`config.mk`:
```
export PLATFORM = sky130hd
export DESIGN_NAME = dascm_ctrl
export DESIGN_NICKNAME = d
export VERILOG_FILES = /design/src/hdl/dascm_obj_port.v /design/src/hdl/dascm_ctrl.v
export VERILOG_INCLUDE_DIRS = /design/src /design/src/hdl
export SDC_FILE = /design/constraint.sdc
export NUM_CORES = 1
export LEC_CHECK = 0
export ABC_AREA = 1
export BUFFER_PORTS_ARGS = -buffer_cell sky130_fd_sc_hd__buf_2
export CAP_MARGIN = 20
export CORE_MARGIN = 3
export CORE_UTILIZATION = 42
export DETAILED_ROUTE_END_ITERATION = 6
export PLACE_DENSITY = 0.69
export RECOVER_POWER = 100
export SYNTH_ARGS = -nofsm -noshare
export SYNTH_HDL_FRONTEND = slang
export SYNTH_SLANG_ARGS = --single-unit
```
`constraint.sdc`:
```
create_clock -name clock -period 2.62 [get_ports clock]
set_input_delay 0.524 -clock clock [delete_from_list [all_inputs] [get_ports clock]]
set_output_delay 0.524 -clock clock [all_outputs]
set_load 0.05 [all_outputs]
```
`src/hdl/dascm_regs.vh`:
```
// Constants for the drive auto-setup and loop-mode master
//
// Function
// - Master writes mode -2 (0xfe), then enables operation, before auto setup.
// - Auto setup starts when controlword bit 4 is set in operation enabled.
// - Master must restart the drive after auto setup; homing is not enough.
// - Master selects velocity mode by writing mode value two.
// - Master writes target velocity; drive turns at it once enabled.
// - Writing six into the controlword stops the motor.
// - Master reads back objects after each transfer to confirm acceptance; the code reads back writes only, not the statusword polls.
// - Avoid cyclic synchronous position or velocity modes with open loop.
// - Submode bit 0 clear selects open loop, set selects closed loop.
// - Submode bit 3 set enables standstill current reduction.
// - Master configures pole pairs: 1.8 degrees is 50, 0.9 is 100.
// - Master writes maximum motor current in milliamperes.
`ifndef DASCM_REGS_VH
`define DASCM_REGS_VH
// Software register offsets
`define DASCM_A_CMD      8'h00
`define DASCM_A_STAT     8'h04
`define DASCM_A_TVEL     8'h08
`define DASCM_A_POLES    8'h0c
`define DASCM_A_IMAX     8'h10
`define DASCM_A_SUBM     8'h14
`define DASCM_A_IDLE     8'h18
`define DASCM_A_RED      8'h1c
`define DASCM_A_MODE     8'h20
`define DASCM_A_HOME     8'h24
`define DASCM_A_SW       8'h28
// Reset values of the configuration registers
`define DASCM_R_POLES    32'h00000032
`define DASCM_R_SUBM     32'h00000001
// Commands written to the command register
`define DASCM_C_AUTOSET  3'h1
`define DASCM_C_VELRUN   3'h2
`define DASCM_C_STOP     3'h3
`define DASCM_C_LOOPCFG  3'h4
`define DASCM_C_SETMODE  3'h5
`define DASCM_C_RESTART  3'h6
// Status bit positions
`define DASCM_S_BUSY     0
`define DASCM_S_ERR      1
`define DASCM_S_ASDONE   2
`define DASCM_S_INDEX    3
`define DASCM_S_RESTART  4
`define DASCM_S_OPEN     5
`define DASCM_S_REFUSED  6
// Submode register fields
`define DASCM_B_LOOP     0
`define DASCM_B_REDUCE   3
`define DASCM_B_BLDC     6
// Drive objects
`define DASCM_O_CW       16'h6040
`define DASCM_O_SW       16'h6041
`define DASCM_O_MODE     16'h6060
`define DASCM_O_TVEL     16'h6042
`define DASCM_O_HOME     16'h6098
`define DASCM_O_POLES    16'h2030
`define DASCM_O_IMAX     16'h2031
`define DASCM_O_SUBM     16'h3202
`define DASCM_O_IDLE     16'h2036
`define DASCM_O_RED      16'h2037
// Object values
`define DASCM_V_AUTOSET  32'h000000fe
`define DASCM_V_VEL      32'h00000002
`define DASCM_V_SHUTDN   32'h00000006
`define DASCM_V_SWON     32'h00000007
`define DASCM_V_ENOP     32'h0000000f
`define DASCM_V_ENOMS    32'h0000001f
`define DASCM_SW_ASDONE  12
`define DASCM_SW_INDEX   10
`define DASCM_CW_OMS     4
// Operating mode codes
`define DASCM_M_HOMING   8'h06
`define DASCM_M_PTORQUE  8'h04
`define DASCM_M_CSP      8'h08
`define DASCM_M_CSV      8'h09
`define DASCM_M_CST      8'h0a
// Step operations
`define DASCM_OP_END     2'h0
`define DASCM_OP_WR      2'h1
`define DASCM_OP_POLL    2'h2
`endif

```
`src/hdl/dascm_obj_port.v`:
```
// Object access port: one read or write transfer to the drive
`timescale 1ns/100ps
module dascm_obj_port (
   clock,
   arst_n,
   go,
   go_wr,
   go_index,
   go_sub,
   go_wdata,
   done,
   rdata,
   dev_req,
   dev_we,
   dev_index,
   dev_sub,
   dev_wdata,
   dev_ack,
   dev_rdata
);
   input  wire        clock;
   input  wire        arst_n;
   input  wire        go;
   input  wire        go_wr;
   input  wire [15:0] go_index;
   input  wire [7:0]  go_sub;
   input  wire [31:0] go_wdata;
   output reg         done;
   output reg  [31:0] rdata;
   output reg         dev_req;
   output reg         dev_we;
   output reg  [15:0] dev_index;
   output reg  [7:0]  dev_sub;
   output reg  [31:0] dev_wdata;
   input  wire        dev_ack;
   input  wire [31:0] dev_rdata;

   // Request is held until the drive acknowledges; go is ignored meanwhile
   always @(posedge clock or negedge arst_n) begin
      if (!arst_n) begin
         done      <= 1'b0;
         rdata     <= 32'h00000000;
         dev_req   <= 1'b0;
         dev_we    <= 1'b0;
         dev_index <= 16'h0000;
         dev_sub   <= 8'h00;
         dev_wdata <= 32'h00000000;
      end else begin
         done <= 1'b0;
         if (dev_req) begin
            if (dev_ack) begin
               dev_req <= 1'b0;
               dev_we  <= 1'b0;
               rdata   <= dev_rdata;
               done    <= 1'b1;
            end
         end else if (go) begin
            dev_req   <= 1'b1;
            dev_we    <= go_wr;
            dev_index <= go_index;
            dev_sub   <= go_sub;
            dev_wdata <= go_wdata;
         end
      end
   end
endmodule // dascm_obj_port

```
`src/hdl/dascm_ctrl.v`:
```
// Drive master: auto setup, test run, stop and loop-mode configuration
//
// The address map and the address-and-strobe port are this design's own decisions.
`timescale 1ns/100ps
`include "dascm_regs.vh"
module dascm_ctrl (
   clock,
   arst_n,
   sw_addr,
   sw_wdata,
   sw_we,
   sw_re,
   sw_rdata,
   dev_req,
   dev_we,
   dev_index,
   dev_sub,
   dev_wdata,
   dev_ack,
   dev_rdata
);
   input  wire        clock;
   input  wire        arst_n;
   input  wire [7:0]  sw_addr;
   input  wire [31:0] sw_wdata;
   input  wire        sw_we;
   input  wire        sw_re;
   output reg  [31:0] sw_rdata;
   output wire        dev_req;
   output wire        dev_we;
   output wire [15:0] dev_index;
   output wire [7:0]  dev_sub;
   output wire [31:0] dev_wdata;
   input  wire        dev_ack;
   input  wire [31:0] dev_rdata;

   localparam [2:0] S_IDLE  = 3'h0;
   localparam [2:0] S_ISSUE = 3'h1;
   localparam [2:0] S_WAIT  = 3'h2;
   localparam [2:0] S_RBW   = 3'h3;
   localparam [2:0] S_NEXT  = 3'h4;

   reg [2:0]  state_q;
   reg [2:0]  cmd_q;
   reg [2:0]  step_q;
   reg [31:0] tvel_q;
   reg [31:0] poles_q;
   reg [31:0] imax_q;
   reg [31:0] subm_q;
   reg [31:0] idle_q;
   reg [31:0] red_q;
   reg [7:0]  mode_q;
   reg [7:0]  home_q;
   reg [15:0] sw_q;
   reg        err_q;
   reg        refused_q;
   reg        as_done_q;
   reg        index_q;
   reg        restart_q;
   reg        open_q;
   reg        go;
   reg        go_wr;
   wire       pdone;
   wire [31:0] prdata;
   wire [57:0] cur;
   wire [1:0]  cur_op;
   wire [15:0] cur_idx;
   wire [7:0]  cur_sub;
   wire [31:0] cur_data;
   wire [2:0]  new_cmd;
   wire        cmd_wr;
   wire        refuse;
   wire        loop_cl;

   // Closed loop is forced for brushless motors whatever software asks
   assign loop_cl = subm_q[`DASCM_B_LOOP] | subm_q[`DASCM_B_BLDC];

   // Mode, homing and loop combination that the drive can honour
   function mode_ok;
      input [7:0] m;
      input       cl;
      input [7:0] hm;
      begin
         mode_ok = 1'b1;
         if (!cl) begin
            if (m == `DASCM_M_PTORQUE || m == `DASCM_M_CST)
               mode_ok = 1'b0;
            if (m == `DASCM_M_CSP || m == `DASCM_M_CSV)
               mode_ok = 1'b0;
            // Methods -4 to -1 home against a block and need feedback
            if (m == `DASCM_M_HOMING && hm[7] && hm >= 8'hfc)
               mode_ok = 1'b0;
         end
      end
   endfunction

   // Commands that change the operating mode of the drive
   function mode_cmd;
      input [2:0] c;
      begin
         mode_cmd = (c == `DASCM_C_AUTOSET) || (c == `DASCM_C_VELRUN) ||
                    (c == `DASCM_C_SETMODE);
      end
   endfunction

   // Step list: {op, object, subindex, value}
   function [57:0] step;
      input [2:0] c;
      input [2:0] s;
      reg   [1:0]  op;
      reg   [15:0] ix;
      reg   [31:0] v;
      begin
         op = `DASCM_OP_WR;
         ix = `DASCM_O_CW;
         v  = `DASCM_V_SHUTDN;
         case (c)
            `DASCM_C_AUTOSET: begin
               case (s)
                  3'h0: begin
                     ix = `DASCM_O_MODE;
                     v  = `DASCM_V_AUTOSET;
                  end
                  3'h1: v = `DASCM_V_SHUTDN;
                  3'h2: v = `DASCM_V_SWON;
                  3'h3: v = `DASCM_V_ENOP;
                  3'h4: v = `DASCM_V_ENOMS;
                  3'h5: begin
                     op = `DASCM_OP_POLL;
                     ix = `DASCM_O_SW;
                  end
                  default: op = `DASCM_OP_END;
               endcase
            end
            `DASCM_C_VELRUN: begin
               case (s)
                  3'h0: begin
                     ix = `DASCM_O_MODE;
                     v  = `DASCM_V_VEL;
                  end
                  3'h1: begin
                     ix = `DASCM_O_TVEL;
                     v  = tvel_q;
                  end
                  3'h2: v = `DASCM_V_SHUTDN;
                  3'h3: v = `DASCM_V_SWON;
                  3'h4: v = `DASCM_V_ENOP;
                  default: op = `DASCM_OP_END;
               endcase
            end
            `DASCM_C_STOP: begin
               if (s != 3'h0)
                  op = `DASCM_OP_END;
               v = `DASCM_V_SHUTDN;
            end
            `DASCM_C_LOOPCFG: begin
               case (s)
                  3'h0: begin
                     ix = `DASCM_O_POLES;
                     v  = poles_q;
                  end
                  3'h1: begin
                     ix = `DASCM_O_IMAX;
                     v  = imax_q;
                  end
                  3'h2: begin
                     ix = `DASCM_O_SUBM;
                     v  = {subm_q[31:1], loop_cl};
                  end
                  3'h3: begin
                     ix = `DASCM_O_IDLE;
                     v  = idle_q;
                  end
                  3'h4: begin
                     ix = `DASCM_O_RED;
                     v  = red_q;
                  end
                  default: op = `DASCM_OP_END;
               endcase
            end
            `DASCM_C_SETMODE: begin
               case (s)
                  3'h0: begin
                     ix = `DASCM_O_HOME;
                     v  = {{24{home_q[7]}}, home_q};
                  end
                  3'h1: begin
                     ix = `DASCM_O_MODE;
                     v  = {{24{mode_q[7]}}, mode_q};
                  end
                  default: op = `DASCM_OP_END;
               endcase
            end
            default: op = `DASCM_OP_END;
         endcase
         step = {op, ix, 8'h00, v};
      end
   endfunction

   assign cur      = step(cmd_q, step_q);
   assign cur_op   = cur[57:56];
   assign cur_idx  = cur[55:40];
   assign cur_sub  = cur[39:32];
   assign cur_data = cur[31:0];
   assign cmd_wr   = sw_we && (sw_addr == `DASCM_A_CMD);
   assign new_cmd  = sw_wdata[2:0];
   // Mode changes wait for a stop, and motion waits for a drive restart
   assign refuse = (state_q != S_IDLE) ||
                   (mode_cmd(new_cmd) && open_q) ||
                   (mode_cmd(new_cmd) && restart_q) ||
                   (new_cmd == `DASCM_C_SETMODE && !mode_ok(mode_q, loop_cl, home_q));

   // Software configuration registers
   always @(posedge clock or negedge arst_n) begin
      if (!arst_n) begin
         tvel_q  <= 32'h00000000;
         poles_q <= `DASCM_R_POLES;
         imax_q  <= 32'h00000000;
         subm_q  <= `DASCM_R_SUBM;
         idle_q  <= 32'h00000000;
         red_q   <= 32'h00000000;
         mode_q  <= 8'h00;
         home_q  <= 8'h00;
      end else if (sw_we) begin
         case (sw_addr)
            `DASCM_A_TVEL:  tvel_q  <= sw_wdata;
            `DASCM_A_POLES: poles_q <= sw_wdata;
            `DASCM_A_IMAX:  imax_q  <= sw_wdata;
            `DASCM_A_SUBM:  subm_q  <= sw_wdata;
            `DASCM_A_IDLE:  idle_q  <= sw_wdata;
            `DASCM_A_RED:   red_q   <= sw_wdata;
            `DASCM_A_MODE:  mode_q  <= sw_wdata[7:0];
            `DASCM_A_HOME:  home_q  <= sw_wdata[7:0];
            default: ;
         endcase
      end
   end

   // Sequencer
   always @(posedge clock or negedge arst_n) begin
      if (!arst_n) begin
         state_q   <= S_IDLE;
         cmd_q     <= 3'h0;
         step_q    <= 3'h0;
         sw_q      <= 16'h0000;
         err_q     <= 1'b0;
         refused_q <= 1'b0;
         as_done_q <= 1'b0;
         index_q   <= 1'b0;
         restart_q <= 1'b0;
         open_q    <= 1'b0;
         go        <= 1'b0;
         go_wr     <= 1'b0;
      end else begin
         go <= 1'b0;
         // Error flags clear on a write of one; a new error wins
         if (sw_we && sw_addr == `DASCM_A_STAT) begin
            if (sw_wdata[`DASCM_S_ERR])
               err_q <= 1'b0;
            if (sw_wdata[`DASCM_S_REFUSED])
               refused_q <= 1'b0;
         end
         if (cmd_wr) begin
            if (refuse) begin
               refused_q <= 1'b1;
            end else if (new_cmd == `DASCM_C_RESTART) begin
               restart_q <= 1'b0;
               open_q    <= 1'b0;
            end else begin
               cmd_q   <= new_cmd;
               step_q  <= 3'h0;
               state_q <= S_ISSUE;
               if (new_cmd == `DASCM_C_AUTOSET) begin
                  as_done_q <= 1'b0;
                  index_q   <= 1'b0;
               end
            end
         end
         case (state_q)
            S_IDLE: ;
            S_ISSUE: begin
               if (cur_op == `DASCM_OP_END) begin
                  state_q <= S_IDLE;
                  if (cmd_q == `DASCM_C_AUTOSET || cmd_q == `DASCM_C_VELRUN)
                     open_q <= 1'b1;
                  if (cmd_q == `DASCM_C_STOP)
                     open_q <= 1'b0;
               end else begin
                  go      <= 1'b1;
                  go_wr   <= (cur_op == `DASCM_OP_WR);
                  state_q <= S_WAIT;
               end
            end
            S_WAIT: begin
               if (pdone) begin
                  if (cur_op == `DASCM_OP_POLL) begin
                     sw_q <= prdata[15:0];
                     if (prdata[`DASCM_SW_ASDONE]) begin
                        as_done_q <= 1'b1;
                        index_q   <= prdata[`DASCM_SW_INDEX];
                        restart_q <= 1'b1;
                        state_q   <= S_NEXT;
                     end else begin
                        go <= 1'b1;
                     end
                  end else begin
                     go      <= 1'b1;
                     go_wr   <= 1'b0;
                     state_q <= S_RBW;
                  end
               end
            end
            S_RBW: begin
               if (pdone) begin
                  if (prdata != cur_data) begin
                     err_q   <= 1'b1;
                     state_q <= S_IDLE;
                  end else begin
                     state_q <= S_NEXT;
                  end
               end
            end
            S_NEXT: begin
               step_q  <= step_q + 3'h1;
               state_q <= S_ISSUE;
            end
            default: state_q <= S_IDLE;
         endcase
      end
   end

   // Read data stand one cycle after the strobe
   always @(posedge clock or negedge arst_n) begin
      if (!arst_n) begin
         sw_rdata <= 32'h00000000;
      end else begin
         sw_rdata <= 32'h00000000;
         if (sw_re) begin
            case (sw_addr)
               `DASCM_A_CMD:   sw_rdata <= {29'h00000000, cmd_q};
               `DASCM_A_STAT:  sw_rdata <= {25'h0000000, refused_q, open_q, restart_q,
                                            index_q, as_done_q, err_q,
                                            state_q != S_IDLE};
               `DASCM_A_TVEL:  sw_rdata <= tvel_q;
               `DASCM_A_POLES: sw_rdata <= poles_q;
               `DASCM_A_IMAX:  sw_rdata <= imax_q;
               `DASCM_A_SUBM:  sw_rdata <= subm_q;
               `DASCM_A_IDLE:  sw_rdata <= idle_q;
               `DASCM_A_RED:   sw_rdata <= red_q;
               `DASCM_A_MODE:  sw_rdata <= {24'h000000, mode_q};
               `DASCM_A_HOME:  sw_rdata <= {24'h000000, home_q};
               `DASCM_A_SW:    sw_rdata <= {16'h0000, sw_q};
               default:        sw_rdata <= 32'h00000000;
            endcase
         end
      end
   end

   dascm_obj_port u_port (
      .clock     (clock),
      .arst_n    (arst_n),
      .go        (go),
      .go_wr     (go_wr),
      .go_index  (cur_idx),
      .go_sub    (cur_sub),
      .go_wdata  (cur_data),
      .done      (pdone),
      .rdata     (prdata),
      .dev_req   (dev_req),
      .dev_we    (dev_we),
      .dev_index (dev_index),
      .dev_sub   (dev_sub),
      .dev_wdata (dev_wdata),
      .dev_ack   (dev_ack),
      .dev_rdata (dev_rdata)
   );
endmodule // dascm_ctrl

```
# Word level (Yosys, flattened, before mapping)
# Index checks and enable logic that the tools add are counted.
dict set report op_classes {
  bitwise 4
  order_cmp 1
  reduce_logical 43
  addsub 1
  muxes 91
  n_eq_ne 42
}
# op count
set op_table {}
lappend op_table {{$pmux W32 S11} 1}
lappend op_table {{$pmux W32 S4} 2}
lappend op_table {{$pmux W32 S5} 1}
lappend op_table {{$pmux W15 S5} 1}
lappend op_table {{$pmux W32 S2} 1}
lappend op_table {{$mux W1} 61}
lappend op_table {{$pmux W15 S4} 1}
lappend op_table {{$eq A8 B4 Y1 const B} 5}
lappend op_table {{$mux W3} 12}
lappend op_table {{$eq A8 B5 Y1 const B} 4}
lappend op_table {{$mux W32} 1}
lappend op_table {{$ne A32 B32 Y1} 1}
lappend op_table {{$pmux W8 S4} 1}
lappend op_table {{$eq A8 B3 Y1 const B} 3}
lappend op_table {{$eq A8 B6 Y1 const B} 3}
lappend op_table {{$pmux W6 S2} 2}
lappend op_table {{$reduce_and A2 Y1} 11}
lappend op_table {{$eq A3 B2 Y1 const B} 7}
lappend op_table {{$eq A3 B3 Y1 const B} 7}
lappend op_table {{$pmux W8 S2} 1}
lappend op_table {{$pmux W3 S5} 1}
lappend op_table {{$eq A3 B1 Y1 const B} 4}
lappend op_table {{$reduce_and A3 Y1} 3}
lappend op_table {{$ge A8 B8 Y1 const B} 1}
lappend op_table {{other kinds (22)} 47}
dict set report totals {
  ff_bits 356
}

# Depth between registers and ports, before layout
# Gate-level depths: netlist of run 1.
dict set report logic_depth {
  word_depth 15
  ltp_mapped 22
  mapped_depth_nobuf 19
}

# Hierarchy
# A second synthesis of run 1 with hierarchy kept.
dict set report unflattened {
  hier_cells 2314
  area_unflattened_um2 17745.8
}
# module area_per_inst_um2 instances cells_per_inst seq_area_each_um2
set by_module_without_submodules {}
lappend by_module_without_submodules {dascm_ctrl 14336.2 1 1931 6836.6}
lappend by_module_without_submodules {dascm_obj_port 3409.5 1 383 2277.2}

# Least setup slack after synthesis of run 1
# Ideal clock, no wire load.
dict set report synth_timing {
  path_type {flip-flop to flip-flop}
  start {register step_q[2]}
  end {register err_q}
  path_stages_with_launch 21
  path_slack_ns 0.256
  t_arrival_ns 2.244
  path_cell_list {dfrtp_1 buf_6 inv_2 buf_6 buf_6 ha_1 clkbuf_1 nor2_1 nand2_1 inv_1 nand2_1 a21boi_1 nand3_1 nand2_1 nand2_1 nor2_1 nand2_1 nor2_1 nand2_1 nand2_1 nand2_1}
}
dict set report synth_via {
  elab_chain_cells 7
  word_cells_on_any_way 14
  cone_classes {eq/ne: 5; mux: 8; reduce/logical: 1}
}
# element line_no
set synth_rtl {}
lappend synth_rtl {{start, declared} dascm_ctrl.v:45} ;# reg [2:0] step_q;
lappend synth_rtl {{start signal, assigned} dascm_ctrl.v:324} ;# step_q <= step_q + 3'h1;
lappend synth_rtl {{$eq A3 B3 Y1, or another cell as far along} {dascm_ctrl.v:119, dascm_ctrl.v:136, dascm_ctrl.v:157}}
lappend synth_rtl {{$pmux W32 S5, or another cell as far along} dascm_ctrl.v:157} ;# case (s)
lappend synth_rtl {{$pmux W32 S4 *} dascm_ctrl.v:117} ;# case (c)
lappend synth_rtl {{$ne A32 B32 Y1 *} dascm_ctrl.v:315} ;# if (prdata != cur_data) begin
lappend synth_rtl {{$mux W1 *} dascm_ctrl.v:315}
lappend synth_rtl {{$mux W1 *} dascm_ctrl.v:314} ;# if (pdone) begin
lappend synth_rtl {{$mux W1 *} dascm_ctrl.v:279} ;# case (state_q)
lappend synth_rtl {{end signal, assigned} dascm_ctrl.v:246} ;# err_q <= 1'b0;
lappend synth_rtl {{end signal, assigned} dascm_ctrl.v:259} ;# err_q <= 1'b0;
lappend synth_rtl {{end signal, assigned} dascm_ctrl.v:316} ;# err_q <= 1'b1;
lappend synth_rtl {{end, declared} dascm_ctrl.v:55} ;# reg err_q;
# Mark *: on every way between the ends. The rest lies on a longest branch, timed or not.
# A chain may end at the register's enable or synchronous reset.

# Final worst setup path of run 1
dict set report layout_timing {
  start {register step_q[1]}
  end {register err_q}
}
# Same word-level chain as after synthesis.

==> out/qor.csv, run 1 <==
metric;value;unit
status;finished clean;
remaining global-route overflow;0;
Via Count;17300;
synthesized cell area;17200;um^2
crit path launch type;flip-flop;
critical path fanouts, max;5;
die height;209;um
top_reg_cell synth;dfrtp_1;
RSZ-0062 raised after global routing;yes;
Async SR Flop Fraction;1.00;
Leak;10.2;nW
Netlist cell types;45;
Syn-to-layout area delta;22.3;%
port bufs;154;
post-detail-place hpwl;47.7;mm
GR Layer Usage met3;0.0902;
core area;40200;um^2
Synth area leader;dfrtp_1;
skew final;21.3;ps
worst slew pin tran;1410;ps
Worst path slowest cell;dfrtp_1;
GRT Max-Usage Layer;met2;
largest net degree at the start of global routing;71;
die footprint;43500;um^2
first-pass GRT wire length;101;mm
Worst-Skew Late Latency;590;ps
Max stage delay on crit path;430;ps
Max-Cap Viols;0;
critical path capture point type;flip-flop;
most used cell, CP;nand2_1;
Worst Hold Class;in2reg;
Yosys warnings;0;
final wirelength;66.7;mm
last weighted congestion value of the routability-driven placer;1.00;
antenna violations before repair;1;
Worst Setup Slack, final;139;ps
Reg clk slew, reported paths;70;ps
Final ANT Viol Nets;0;
dpl cell area;19700;um^2
drt first pass iters;7;
pwr/cell area;628;nW/um^2
via/cell ratio;5.60;
Synth top area share;0.502;
pins over their slew limit;0;
Post-synth EDFFs;0;
Synth Instances;2261;
CTS root buffer;clkbuf_16;
die width;209;um
CTS Buf Count;39;
final net count;2613;
relative slew slack;0.0628;
fin crit period;2480;ps
Tcrit/Tclk final;0.947;
Syn Area/Cell;7.63;um^2
routed len/inst;21.6;um
final core area utilization;0.525;
row count;73;
synthesized flop and latch total;350;
crit path DAT;2950;ps
Finish-stage setup viols;0;
grt met1 use;0.432;
final instance area;21100;um^2
I/O pins;167;
WP data required;3090;ps
number of global-route vias before repair;16500;
drt drc;0;
final hold violations;0;
crit-path cells;inv_2 > ha_4 > inv_1 > nor2_4 > buf_6 > buf_4 > nand2_1 > nor2_2 > nor2_2 > nand2_1 > nand2_1 > nand2_1 > nand2_1 > nor2_2 > nand2_1 > nor2_1 > nand2_1 > nand2_1 > nand2_1;
M2 GR Usage;0.437;
CTS Buffer Depth;3;
fmax;0.403;GHz
register area share after synthesis;0.508;
worst vdd ir;435;uV
top post-synthesis cells by area;dfrtp_1 (50%), nand2_1 (18%), o21ai_0 (8.9%);
Max H-tree Level;2;
All-Layer GR Usage;0.300;
Initial Util;0.429;
Crit Path Category;reg2reg;
CTS tree;built;
pre-CTS setup slack;-42.0;ps
initial drt markers;2317;
layout cells sized above 1;0.161;
total clock sinks;350;
ANT cells;0;
layout by cell type (no fill, tap or decap), types with 4 or more instances in the layout:
| master | netlist | final |
|---|---|---|
| nand3_2 | 3 | 9 |
| inv_1 | 170 | 167 |
| a21oi_1 | 20 | 20 |
| buf_4 | 19 | 148 |
| clkbuf_1 | 73 | 90 |
| dfstp_2 | 4 | 4 |
| o21ai_0 | 306 | 297 |
| buf_2 | 17 | 75 |
| nand2_1 | 848 | 837 |
| buf_6 | 6 | 9 |
| nor2_2 | 6 | 19 |
| clkinv_2 | 0 | 12 |
| buf_12 | 0 | 12 |
| a41oi_1 | 4 | 4 |
| o21bai_2 | 1 | 4 |
| nor2_1 | 136 | 121 |
| nand3b_1 | 9 | 9 |
| o21ai_2 | 0 | 10 |
| nand2_2 | 3 | 12 |
| clkbuf_8 | 0 | 6 |
| clkbuf_2 | 1 | 9 |
| conb_1 | 1 | 12 |
| nor2_4 | 2 | 4 |
| o22ai_1 | 7 | 7 |
| nand4_1 | 6 | 6 |
| a22o_1 | 5 | 5 |
| o21ai_1 | 34 | 31 |
| nor3_1 | 10 | 10 |
| dfrtp_1 | 346 | 346 |
| inv_2 | 9 | 12 |
| nand3_1 | 125 | 119 |
| a31oi_1 | 16 | 16 |
| nor4_1 | 4 | 4 |
| clkbuf_16 | 0 | 39 |
| a221oi_1 | 36 | 36 |
per-layer routing:
| metal | wire [um] | part of all wire |
|---|---|---|
| met2 | 28500 | 0.43 |
| met4 | 2220 | 0.033 |
| met5 | 13 | 0.00019 |
| met1 | 28000 | 0.42 |
| met3 | 8030 | 0.12 |
power by group:
part | internal [mW] | switching, mW | total, mW | leakage [nW]
registers | 5.74 | 0.315 | 6.05 | 4.70
logic | 0.539 | 0.998 | 1.54 | 4.88
clock network | 3.24 | 2.42 | 5.66 | 0.646
worst paths after layout:
path,startpoint,endpoint,slack (ps),cells past startpoint
max,step_q[1]$_DFFE_PN0P_,err_q$_DFF_PN0_,140,19
min,dev_rdata[19],u_port.rdata[19]$_DFFE_PN0P_,150,3
max reg2reg,step_q[1]$_DFFE_PN0P_,err_q$_DFF_PN0_,140,19
min reg2reg,u_port.dev_index[13]$_DFFE_PN0P_,u_port.dev_index[13]$_DFFE_PN0P_,460,1
max in group asynchronous,arst_n,u_port.dev_wdata[12]$_DFFE_PN0P_,450,3
min in group asynchronous,arst_n,tvel_q[3]$_DFFE_PN0P_,800,2
flip-flops by register name, summed over array words and instances (netlist names), 32 cells and up:
| signal | cells |
|---|---|
| u_port.rdata | 32 |
| idle_q | 32 |
| red_q | 32 |
| tvel_q | 32 |
| poles_q | 32 |
| subm_q | 32 |
| u_port.dev_wdata | 32 |
| imax_q | 32 |
| sw_rdata | 32 |
cell type report:
cell class / count / area (um^2)
well taps: 525 / 657
fillers: 3967 / 19100
flip-flops and latches: 350 / 8760
repair buffers: 343 / 2240
clock inverters: 21 / 223
multi-input cells: 1615 / 7450
clock buffers: 49 / 1070
inverters: 182 / 693
kinds of logic after synthesis:
logic type	Yosys count	synth area share
compound gates	444	0.143
fa+ha+maj	5	0.00363
simple gates	1154	0.268
buf+inv	307	0.0765
other cells	1	0.000217
flops	350	0.508
metrics by stage:
stage / hold slack, ps / instances / setup TNS (ps) / power (mW)
2_1_floorplan: 228 / 2272 / 0 / 6.84
3_3_place_gp: 450 / 3005 / -77.7 / 7.60
3_5_place_dp: 454 / 3005 / -42.0 / 7.62
4_1_cts: 134 / 3076 / 0 / 13.3
5_1_grt: 143 / 3085 / -24.1 / 13.8
6_report: 150 / 3085 / 0 / 13.3
cell usage after synthesis, types with 2 or more instances:
cell         n
a211oi_1     2
a21boi_1     2
a21oi_1     20
a221oi_1    36
a22o_1       5
a31oi_1     16
a41oi_1      4
buf_1        7
buf_2       17
buf_4       19
buf_6        6
buf_8        2
clkbuf_1    73
clkinv_1     2
dfrtp_1    346
dfstp_2      4
ha_1         5
inv_1      170
inv_2        9
nand2_1    848
nand2_2      3
nand3_1    125
nand3_2      3
nand3b_1     9
nand4_1      6
nor2_1     136
nor2_2       6
nor2_4       2
nor3_1      10
nor4_1       4
o2111ai_1    2
o21ai_0    306
o21ai_1     34
o21bai_1     5
o22ai_1      7
worst max-delay path: cells and delay by family (launching register included):
family	cells	cell delay [ps]
simple gates	14	1300
fa+ha+maj	1	160
buf+inv	4	490
flops	1	430
repair_timing:
action	CTS	global route
cloned	0	1
gates resized for setup	2	86
setup buffers	0	8
endpoints found under the hold margin	37	0
hold buffers	1	0
endpoints found under the setup margin	2	2
pin swaps	0	16
Note: power is estimated with default switching activity, not from simulation.
==> run 2, diff against run 1 <==
--- a/config.mk
+++ b/config.mk
@@ -13,7 +13,7 @@
 export CORE_UTILIZATION = 42
 export DETAILED_ROUTE_END_ITERATION = 6
 export PLACE_DENSITY = 0.69
-export RECOVER_POWER = 100
+export RECOVER_POWER = 50
 export SYNTH_ARGS = -nofsm -noshare
 export SYNTH_HDL_FRONTEND = slang
 export SYNTH_SLANG_ARGS = --single-unit
==> out/qor.csv, run 2 (synthesis gave the netlist of run 1 again) <==
metric;value;unit
final core area utilization;0.528;
Leak;10.6;nW
Max H-tree Level;2;
port bufs;154;
die height;209;um
routed len/inst;21.7;um
Tcrit/Tclk final;0.949;
ANT cells;0;
Syn-to-layout area delta;23.1;%
total clock sinks;350;
WP data required;3090;ps
final hold violations;0;
final wirelength;66.8;mm
largest net degree at the start of global routing;71;
Reg clk slew, reported paths;60;ps
most frequent cells in the layout;nand2_1 (835), dfrtp_1 (346), o21ai_0 (297), inv_1 (167), buf_4 (154);
CTS tree;built;
critical path fanouts, max;6;
Worst Hold Class;in2reg;
skew final;20.7;ps
post-detail-place hpwl;47.7;mm
via/cell ratio;5.61;
die footprint;43500;um^2
hold_sp;dev_rdata[19];
pins over their slew limit;0;
core area;40200;um^2
CTS Buf Count;39;
first-pass GRT wire length;101;mm
CTS Buffer Depth;3;
worst hold endpoint;u_port.rdata[19]$_DFFE_PN0P_;
Via Count;17300;
Multi-input gate area;7450;um^2
CTS root buffer;clkbuf_16;
number of global-route vias before repair;16500;
critical path capture point type;flip-flop;
pwr/cell area;624;nW/um^2
fin crit period;2490;ps
cell depth of the worst flop-to-flop path;18;
Fin Setup TNS;0;ps
worst slew pin tran;1390;ps
fmax;0.402;GHz
die width;209;um
drt drc;0;
Hold Path Cell Cnt;3;
RSZ-0062 raised after global routing;yes;
remaining global-route overflow;0;
relative slew slack;0.0729;
layout cells sized above 1;0.194;
Worst-Skew Late Latency;590;ps
Crit Path Category;reg2reg;
Seq. cell area;8760;um^2
row count;73;
Max-Cap Viols;0;
fillers;3936;
final net count;2613;
initial drt markers;2269;
origin of the worst setup path;step_q[0]$_DFFE_PN0P_;
Initial Util;0.429;
Final ANT Viol Nets;0;
last weighted congestion value of the routability-driven placer;1.00;
worst vdd ir;434;uV
dpl cell area;19700;um^2
Finish-stage setup viols;0;
final instance area;21200;um^2
status;finished clean;
All-Layer GR Usage;0.300;
crit path launch type;flip-flop;
flop2flop setup slack;130;ps
Reg2Reg Launch Point;step_q[0]$_DFFE_PN0P_;
commonest non-fill, non-tap cell in the layout;nand2_1;
antenna violations before repair;1;
I/O pins;167;
crit path DAT;2950;ps
drt first pass iters;7;
r2r endpoint;err_q$_DFF_PN0_;
run 2: cell types whose count changed in the layout (fill, tap and decap cells not counted), moves of 2 or more:
cell,change
nand2_2,+2
buf_2,+78
nand2_1,-2
buf_4,+6
clkbuf_2,-2
clkbuf_1,-82
run 2: repair_timing:
item / CTS / global route
hold buffers: 1 / 0
pin swaps: 0 / 16
resized for setup: 2 / 86
endpoints found under the hold margin: 37 / 0
gates cloned: 0 / 1
setup buffers: 0 / 8
endpoints found under the setup margin: 2 / 2
run 2: critical path, cell delays in order (launching register included):
cell	delay (ps)
dfrtp_1	410
buf_4	170
ha_4	160
inv_1	110
nor2_4	70
buf_6	140
buf_4	150
nand2_1	60
nand3_1	70
o21ai_1	280
nand3_1	130
nand2_2	120
nand2_1	70
nor2_2	130
nand2_1	60
nor2_1	80
nand2_1	50
nand2_1	60
nand2_1	50
run 2: power breakdown:
group / total (mW) / switching [mW] / leakage, nW / internal, mW
combinational: 1.54 / 0.998 / 5.25 / 0.541
sequential: 6.05 / 0.314 / 4.70 / 5.74
clock: 5.65 / 2.41 / 0.646 / 3.24
run 2: through the flow:
| stage | worst slack, ps | cells | hold WS (ps) | power, mW |
|---|---|---|---|---|
| floorplan | 256 | 2272 | 228 | 6.84 |
| global placement | -68.9 | 3005 | 450 | 7.60 |
| detailed placement | -42.0 | 3005 | 454 | 7.62 |
| CTS | 4.88 | 3076 | 134 | 13.3 |
| global route | -16.5 | 3085 | 143 | 13.8 |
| finish | 134 | 3085 | 150 | 13.2 |
run 2: metal layers:
metal,vias to the layer above,GRT usage,share of wire
met5,-,0,0.00019
met4,2,0.0958,0.032
met3,164,0.0902,0.13
met1,8253,0.432,0.42
li1,7836,-,-
met2,1067,0.437,0.43
run 2: cell type report:
class,count,share of cell area
clock buffers,49,0.0506
repair buffers,343,0.111
multi-input cells,1615,0.351
well taps,525,0.0309
flip-flops and latches,350,0.413
inverters,182,0.0327
clock inverters,21,0.0105
run 2: worst max-delay path by stage:
stage / depth (start not counted) / end / slack (ps)
global placement: 17 / err_q$_DFF_PN0_ / -70
detailed placement: 18 / err_q$_DFF_PN0_ / -40
finish: 18 / err_q$_DFF_PN0_ / 130
global route: 18 / err_q$_DFF_PN0_ / -20
CTS: 18 / err_q$_DFF_PN0_ / 5
floorplan: 20 / err_q$_DFF_PN0_ / 260
